<file path="src/core/octr_defines.svh">
// constants for the octal bus transceiver with storage registers
// assumes a single system clock; every pin is sampled into that clock
`ifndef OCTR_DEFINES_SVH
`define OCTR_DEFINES_SVH
`define OCTR_WIDTH 8
`define OCTR_DATA_ZERO 8'h00
`define OCTR_DATA_ONES 8'hFF
`define OCTR_STORE_RST 8'h00
// pin to output: two synchroniser stages plus the output flop
`define OCTR_PIN_LAT 3
`define OCTR_WARM_MAX 2'h3
`define OCTR_WARM_ZERO 2'h0
`define OCTR_WARM_ONE 2'h1
`endif

</file>
<file path="src/core/octr_pkg.sv">
// types shared by the transceiver and its storage register
// assumes the constants header sits beside it
`include "octr_defines.svh"
package octr_pkg;
	typedef logic [`OCTR_WIDTH-1:0] octr_data_t;
	typedef logic [1:0] octr_warm_t;
endpackage

</file>
<file path="src/core/octr_store_if.sv">
// load request and contents of one storage register
// assumes both ends run on the system clock
`timescale 1ns/1ps
interface octr_store_if;
	import octr_pkg::*;
	logic load;
	octr_data_t d;
	octr_data_t q;
	modport store (input load, input d, output q);
	modport user (output load, output d, input q);
endinterface

</file>
<file path="src/core/octr_store.sv">
// one eight-bit storage register loaded by a one-cycle request
// assumes the request is already in the system clock domain
`timescale 1ns/1ps
`include "octr_defines.svh"
module octr_store (
	input wire logic clk_i,
	input wire logic rst_i,
	octr_store_if.store st
);
	import octr_pkg::*;
	octr_data_t q_reg;

	// reset value stands in for the undefined power-up contents
	always_ff @(posedge clk_i) begin
		if (rst_i) begin
			q_reg <= `OCTR_STORE_RST;
		end else if (st.load) begin
			q_reg <= st.d;
		end
	end

	assign st.q = q_reg;
endmodule

</file>
<file path="src/core/octr_top.sv">
// octal bus transceiver with one storage register per bus
// assumes every pin is asynchronous to the system clock, so each passes two
// flops (the capture clocks three); the far side holds capture data steady across its clock edge
`timescale 1ns/1ps
`include "octr_defines.svh"
module octr_top (
	input wire logic CLK_SYS_I,
	input wire logic SYS_RST_I,
	input wire octr_pkg::octr_data_t A_PORT_LINES_I,
	output logic [`OCTR_WIDTH-1:0] A_PORT_LINES_O,
	output logic [`OCTR_WIDTH-1:0] A_PORT_LINES_OE_O,
	input wire octr_pkg::octr_data_t B_PORT_LINES_I,
	output logic [`OCTR_WIDTH-1:0] B_PORT_LINES_O,
	output logic [`OCTR_WIDTH-1:0] B_PORT_LINES_OE_O,
	input wire logic B_PORT_DRIVE_ENABLE_I,
	input wire logic A_PORT_DRIVE_ENABLE_N_I,
	input wire logic A_CAPTURE_CLOCK_I,
	input wire logic B_CAPTURE_CLOCK_I,
	input wire logic B_PORT_SOURCE_SELECT_I,
	input wire logic A_PORT_SOURCE_SELECT_I
);
	import octr_pkg::*;

	octr_data_t a_s1_reg;
	octr_data_t a_s2_reg;
	octr_data_t b_s1_reg;
	octr_data_t b_s2_reg;
	logic bde_s1_reg, bde_s2_reg;
	logic ade_n_s1_reg, ade_n_s2_reg;
	logic acap_s1_reg, acap_s2_reg, acap_s3_reg;
	logic bcap_s1_reg, bcap_s2_reg, bcap_s3_reg;
	logic bsel_s1_reg, bsel_s2_reg;
	logic asel_s1_reg, asel_s2_reg;
	octr_data_t a_out_reg;
	octr_data_t b_out_reg;
	logic a_oe_reg;
	logic b_oe_reg;
	logic a_rise;
	logic b_rise;
	logic b_live_drive;
	logic a_live_drive;

	octr_store_if a_st ();
	octr_store_if b_st ();

	// picks stored contents on a high select, live data on a low one
	function automatic octr_data_t pick(input logic sel,
		input octr_data_t stored, input octr_data_t live);
		pick = sel ? stored : live;
	endfunction

	// two flops on every bus line; only the second stage feeds logic
	always_ff @(posedge CLK_SYS_I) begin
		if (SYS_RST_I) begin
			a_s1_reg <= `OCTR_DATA_ZERO;
			a_s2_reg <= `OCTR_DATA_ZERO;
			b_s1_reg <= `OCTR_DATA_ZERO;
			b_s2_reg <= `OCTR_DATA_ZERO;
		end else begin
			a_s1_reg <= A_PORT_LINES_I;
			a_s2_reg <= a_s1_reg;
			b_s1_reg <= B_PORT_LINES_I;
			b_s2_reg <= b_s1_reg;
		end
	end

	// disabled drivers and live selects are the safe state at reset
	always_ff @(posedge CLK_SYS_I) begin
		if (SYS_RST_I) begin
			bde_s1_reg <= 1'b0;
			bde_s2_reg <= 1'b0;
			ade_n_s1_reg <= 1'b1;
			ade_n_s2_reg <= 1'b1;
			bsel_s1_reg <= 1'b0;
			bsel_s2_reg <= 1'b0;
			asel_s1_reg <= 1'b0;
			asel_s2_reg <= 1'b0;
		end else begin
			bde_s1_reg <= B_PORT_DRIVE_ENABLE_I;
			bde_s2_reg <= bde_s1_reg;
			ade_n_s1_reg <= A_PORT_DRIVE_ENABLE_N_I;
			ade_n_s2_reg <= ade_n_s1_reg;
			bsel_s1_reg <= B_PORT_SOURCE_SELECT_I;
			bsel_s2_reg <= bsel_s1_reg;
			asel_s1_reg <= A_PORT_SOURCE_SELECT_I;
			asel_s2_reg <= asel_s1_reg;
		end
	end

	// capture clocks: third stage only for the edge detect
	always_ff @(posedge CLK_SYS_I) begin
		if (SYS_RST_I) begin
			acap_s1_reg <= 1'b0;
			acap_s2_reg <= 1'b0;
			acap_s3_reg <= 1'b0;
			bcap_s1_reg <= 1'b0;
			bcap_s2_reg <= 1'b0;
			bcap_s3_reg <= 1'b0;
		end else begin
			acap_s1_reg <= A_CAPTURE_CLOCK_I;
			acap_s2_reg <= acap_s1_reg;
			acap_s3_reg <= acap_s2_reg;
			bcap_s1_reg <= B_CAPTURE_CLOCK_I;
			bcap_s2_reg <= bcap_s1_reg;
			bcap_s3_reg <= bcap_s2_reg;
		end
	end

	// capture ignores enables and selects except to route the copy path
	assign a_rise = acap_s2_reg & ~acap_s3_reg;
	assign b_rise = bcap_s2_reg & ~bcap_s3_reg;
	assign b_live_drive = bde_s2_reg & ~bsel_s2_reg;
	assign a_live_drive = ~ade_n_s2_reg & ~asel_s2_reg;

	// a live-driven bus carries the other side, so load that value directly;
	// this keeps the copy exact despite our own pin-to-pin latency
	assign a_st.load = a_rise;
	assign a_st.d = a_live_drive ? b_s2_reg : a_s2_reg;
	assign b_st.load = b_rise;
	assign b_st.d = b_live_drive ? a_s2_reg : b_s2_reg;

	octr_store u_a_store (
		.clk_i(CLK_SYS_I),
		.rst_i(SYS_RST_I),
		.st(a_st.store)
	);

	octr_store u_b_store (
		.clk_i(CLK_SYS_I),
		.rst_i(SYS_RST_I),
		.st(b_st.store)
	);

	// outputs leave a flop, so a select change moves the bus once, cleanly
	always_ff @(posedge CLK_SYS_I) begin
		if (SYS_RST_I) begin
			b_out_reg <= `OCTR_DATA_ZERO;
			a_out_reg <= `OCTR_DATA_ZERO;
		end else begin
			b_out_reg <= pick(bsel_s2_reg, a_st.q, a_s2_reg);
			a_out_reg <= pick(asel_s2_reg, b_st.q, b_s2_reg);
		end
	end

	always_ff @(posedge CLK_SYS_I) begin
		if (SYS_RST_I) begin
			b_oe_reg <= 1'b0;
			a_oe_reg <= 1'b0;
		end else begin
			b_oe_reg <= bde_s2_reg;
			a_oe_reg <= ~ade_n_s2_reg;
		end
	end

	assign A_PORT_LINES_O = a_out_reg;
	assign B_PORT_LINES_O = b_out_reg;
	assign A_PORT_LINES_OE_O = {`OCTR_WIDTH{a_oe_reg}};
	assign B_PORT_LINES_OE_O = {`OCTR_WIDTH{b_oe_reg}};

	// helper for assertions: pipelines settle a few cycles after reset
	octr_warm_t warm_reg;
	always_ff @(posedge CLK_SYS_I) begin
		if (SYS_RST_I) begin
			warm_reg <= `OCTR_WARM_ZERO;
		end else if (warm_reg != `OCTR_WARM_MAX) begin
			warm_reg <= octr_warm_t'(warm_reg + `OCTR_WARM_ONE);
		end
	end
endmodule

</file>
<file path="config.mk">
export PLATFORM = sky130hd
export DESIGN_NAME = octr_top
export DESIGN_NICKNAME = d
export VERILOG_FILES = /design/src/core/octr_pkg.sv /design/src/core/octr_store_if.sv /design/src/core/octr_store.sv /design/src/core/octr_top.sv
export VERILOG_INCLUDE_DIRS = /design/src /design/src/core
export SDC_FILE = /design/constraint.sdc
export NUM_CORES = 1
export LEC_CHECK = 0
export BUFFER_PORTS_ARGS = -buffer_cell sky130_fd_sc_hd__buf_2
export CORE_MARGIN = 2
export CORE_UTILIZATION = 45
export CTS_BUF_LIST = sky130_fd_sc_hd__clkbuf_4 sky130_fd_sc_hd__clkbuf_8 sky130_fd_sc_hd__clkbuf_16
export DETAILED_ROUTE_END_ITERATION = 6
export PLACE_DENSITY_LB_ADDON = 0.25
export SYNTH_ARGS = -nofsm -noshare
export SYNTH_HDL_FRONTEND = slang
export SYNTH_SLANG_ARGS = --single-unit
</file>
<file path="constraint.sdc">
create_clock -name CLK_SYS_I -period 2.3 [get_ports CLK_SYS_I]
set_input_delay 0.115 -clock CLK_SYS_I [delete_from_list [all_inputs] [get_ports CLK_SYS_I]]
set_output_delay 0.115 -clock CLK_SYS_I [all_outputs]
set_load 0.02 [all_outputs]
</file>
* Yosys cells after proc, flatten, opt, wreduce, memory -nomap -nowiden
Cells that the tools add are included.
** Word-level totals
- Flip-flop bits (word level) :: 80
- Bits of input ports :: 24
- Output and inout bits :: 32
- Word-level logic and storage cells :: 37
** Cells by class
- Multiplexer cells :: 4
- Bitwise operators :: 9
** Operators by type and width (count)
- $mux W8 :: 4
- $not A1 Y1 :: 5
- $and A1 B1 Y1 :: 4

* Longest topological paths before layout
- Word-level depth :: 3
- Gate-level depth with buffers :: 5
- Depth with buffers taken out :: 3

* Cells and area by module
From an unflattened synthesis, not the netlist that was laid out.
** Unflattened totals
- Cells, all modules :: 242
- Area total of the unflattened synthesis :: 2800.2 µm²
** Modules (own cells, without submodules)
- octr_top :: times used 1, cells an instance 190, area each 2229.6 µm², sequential area each 1281.2 µm²
- octr_store :: times used 2, cells an instance 26, area each 285.3 µm², sequential area each 160.2 µm²

* Worst setup path after synthesis
No wires, ideal clock.
- Kind :: reg-to-reg
- Start point :: register bsel_s2_reg
- End point :: register u_b_store.q_reg[0] (netlist: u_b_store.st.q[0])
- Setup time :: 0.086 ns
- Data arrival time :: 0.998 ns
- Data required time :: 2.214 ns
- Path slack :: 1.216 ns
- Cell stages (with the launch flop) :: 6
- Path buffers :: 2
- Clock period less this slack :: 1.084 ns
- Path through :: dfxtp_1 buf_6 nand2b_4 buf_12 mux2i_1 a211oi_1
** Between the ends
- Cells in the longest elaborated chain, start to end :: 3
** Ends and longest elaborated chain
- start: declaration :: line octr_top.sv:32 : logic bsel_s1_reg, bsel_s2_reg;
- start signal: assignment :: line octr_top.sv:84 : bsel_s2_reg <= bsel_s1_reg;
- $not A1 Y1 :: line octr_top.sv:112 : assign b_live_drive = bde_s2_reg & ~bsel_s2_reg;
- $and A1 B1 Y1 :: line octr_top.sv:112
- $mux W8 :: line octr_top.sv:120 : assign b_st.d = b_live_drive ? a_s2_reg : b_s2_reg;
- end signal: assignment :: line octr_store.sv:16 : q_reg <= `OCTR_STORE_RST;
- end signal: assignment :: line octr_store.sv:18 : q_reg <= st.d;
- end: declaration :: line octr_store.sv:11 : octr_data_t q_reg;
Every way passes these cells.
A chain may end at the register's enable or synchronous reset.

* Worst setup path after layout
- Start point :: register asel_s2_reg
- End point :: register u_a_store.q_reg[2] (netlist: u_a_store.st.q[2])
** Between the ends
- Cells in the longest elaborated chain, start to end :: 3
** Ends and longest elaborated chain
- start: declaration :: line octr_top.sv:33 : logic asel_s1_reg, asel_s2_reg;
- start signal: assignment :: line octr_top.sv:86 : asel_s2_reg <= asel_s1_reg;
- $not A1 Y1 :: line octr_top.sv:113 : assign a_live_drive = ~ade_n_s2_reg & ~asel_s2_reg;
- $and A1 B1 Y1 :: line octr_top.sv:113
- $mux W8 :: line octr_top.sv:118 : assign a_st.d = a_live_drive ? b_s2_reg : a_s2_reg;
- end signal: assignment :: line octr_store.sv:16
- end signal: assignment :: line octr_store.sv:18
- end: declaration :: line octr_store.sv:11
Every way passes these cells.

==> flow_summary.json <==
{
  "finalWeightedCongestion": 0.783,
  "n_fill_cell": 512,
  "rsz0062_at_grt": "no",
  "final-max-slew-violation-count": 0,
  "worst_ep_arrival_time_ns": 1.62,
  "synthesis.instances": 254,
  "whs_path_depth": 2,
  "timing.final.crit_period_ns": 1.37,
  "synthesis.area_um2": 2720,
  "clock_transition_time_at_the_flip_flop_clock_pins_of_the_worst_setup_and_hold_paths_ns": 0.08,
  "design.portCount": 56,
  "overall_die_area_um2": 6690,
  "tritoncts_num_sinks": 80,
  "synth.ff_latch_count": 80,
  "floorplan.die.height_um": 81.8,
  "htreeDepth": 3,
  "vdd_drop_max_uv": 469,
  "wire_per_inst_um": 10.6,
  "max_stage_delay_ns": 0.79,
  "dr.first_iter.drc_count": 58,
  "post-dp-hpwl_um": 2720,
  "reg2reg_setup_slack_ns": 0.93,
  "synth_warnings": 0,
  "grt.overflow.total": 0,
  "grtUsageTotal": 0.138,
  "min-delay-start": "SYS_RST_I",
  "cts_hold_repair.buffers": 22,
  "crit_required_ns": 2.56,
  "leakage_nw": 1.42,
  "holdCritPathClass": "primary input to register",
  "sum_of_internal_switching_and_leakage_power_mw": 2.68,
  "cp_cell_sequence": "o21ai_0, a311oi_1",
  "die_width_um": 81.8,
  "tightest_slew_ns": 0.718,
  "grt_antenna_before_repair": 0,
  "initial_utilization": 0.462,
  "cts_made_buffers": 9,
  "first_global_vias": 1451,
  "multi_input_comb_area_um2": 896,
  "timing.max_cap.violations": 0,
  "cts.repair_timing.setup_buffer_count": 0,
  "min_delay_worst_endpoint": "a_s1_reg[4]$_SDFF_PP0_",
  "grt_first_pass_wirelength_um": 6670,
  "tritoncts": "done",
  "fp.coreArea_um2": 5890,
  "route.detailed.drc": 0,
  "post_route_cells_drive_above_1_share": 0.247,
  "routed_via_density": 4.45,
  "r2r-end": "u_a_store.st.q[2]$_SDFFE_PP0P_",
  "fin_setup_tns_ns": 0,
  "worstSetupEndpointType": "register",
  "drt_pass1_iterations": 4,
  "antenna_diode_count": 0,
  "ant_nets": 0,
  "report.final.hold_viol_count": 0,
  "grt_max_degree": 48,
  "maxSlewHeadroom": 0.521,
  "syn_nets": 278,
  "pwr_density_cell_nw_per_um2": 809,
  "synth.yosys.seq_area_share": 0.589,
  "worst_path_max_delay_cell": "dfxtp_1",
  "worst_setup_sp_type": "register",
  "worst_r2r_startpoint": "asel_s2_reg$_SDFF_PP0_",
  "critPathKind": "register to register",
  "worst_r2r_path_depth": 2,
  "routed_wirelength_um": 4140,
  "area_delta_synth_final_pct": 21.7,
  "status": "finished, final reports clean",
  "synth.distinct_cells": 17,
  "worstSkewPairLatency_ns": 0.34,
  "finClkSkew_ns": 0.0106,
  "num_vias": 1740,
  "std_cell_rows": 28,
  "final_min_period_over_clock_period": 0.595,
  "setup_viol": 0,
  "critPathMaxFanout": 17,
  "root_buffer": "clkbuf_8",
  "number_of_cells_upsized_or_downsized_after_cts": 0,
  "syn_area_per_cell_um2": 10.7,
  "longest_clk_path_bufs": 2,
  "fin_nets": 335,
  "layout.area.seq_um2": 1600,
  "io_buffers": 55,
  "max_clock_freq_mhz": 730
}
-- synthesized netlist by cell type, drive strengths merged --
master  count  area, um^2
clkbuf     12        47.6
nand2       8        30.0
dfxtp      80        1600
nor2b      47         294
nor2       34         135
buf        22         176
a211oi      8        60.1
nand2b      1        13.8
mux2i      24         240
o21ai       8        40.0
or2         2        12.5
a311oi      8        70.1
-- per-layer routing --
metal | wire length [um] | global-route usage
met1 | 2000 | 0.171
met5 | 0 | 0
met2 | 1810 | 0.200
met4 | 122 | 0.105
met3 | 203 | 0.0396
-- kinds of logic after synthesis --
logic type | count (synthesis) | share of synthesized area
AOI/OAI and AO/OA | 24 | 0.0625
and+or+nand+nor | 92 | 0.178
muxes | 24 | 0.0883
buffers and inverters | 34 | 0.0823
DFF | 80 | 0.589
-- worst max-delay path: cells and delay by family (launching register included) --
family	cells	cell delay, ns
flops	1	0.79
compound gates	2	0.49
-- worst max-delay path by stage --
stage                                 startpoint                             end  slack, ns
after floorplan           bsel_s2_reg$_SDFF_PP0_  u_b_store.st.q[0]$_SDFFE_PP0P_       1.22
after global placement    bsel_s2_reg$_SDFF_PP0_  u_b_store.st.q[6]$_SDFFE_PP0P_       0.95
after detailed placement  asel_s2_reg$_SDFF_PP0_  u_a_store.st.q[5]$_SDFFE_PP0P_       0.92
after CTS                 bsel_s2_reg$_SDFF_PP0_  u_b_store.st.q[7]$_SDFFE_PP0P_       0.92
after global routing      asel_s2_reg$_SDFF_PP0_  u_a_store.st.q[7]$_SDFFE_PP0P_       0.76
final                     asel_s2_reg$_SDFF_PP0_  u_a_store.st.q[2]$_SDFFE_PP0P_       0.93
-- through the flow --
| stage | std cells | cell area, um^2 | hold slack, ns | utilization | setup slack [ns] |
|---|---|---|---|---|---|
| finish | 391 | 3310 | 0.236 | 0.563 | 0.931 |
| global route | 391 | 3310 | 0.266 | 0.563 | 0.759 |
| detailed placement | 353 | 2890 | 0.308 | 0.491 | 0.924 |
| global placement | 353 | 2890 | 0.298 | 0.491 | 0.951 |
| floorplan | 254 | 2720 | 0.219 | - | 1.22 |
| CTS | 391 | 3310 | 0.226 | 0.563 | 0.917 |
-- cells in the final DEF, fill, tap and decap left out, types with 8 or more instances in the layout --
cell type,instances
buf_2,55
o21ai_0,8
mux2i_1,24
dfxtp_1,80
nor2_1,33
nor2b_1,47
dlygate4sd3_1,22
a211oi_1,8
clkbuf_8,10
nand2_1,8
a311oi_1,8
-- power breakdown --
part	leakage (nW)	switching, mW	internal (mW)
clock network	0.103	0.473	0.541
registers	0.658	0.0329	1.45
logic	0.659	0.0869	0.0991
total	1.42	0.592	2.09
-- final cells by class --
cell class / count / share of cell area
multi-input combinational: 140 / 0.271
clock inverter: 5 / 0.0170
timing repair buffer: 80 / 0.156
clock buffer: 11 / 0.0438
sequential: 80 / 0.484
tap: 75 / 0.0283
Power figures use the tool's default switching activity.
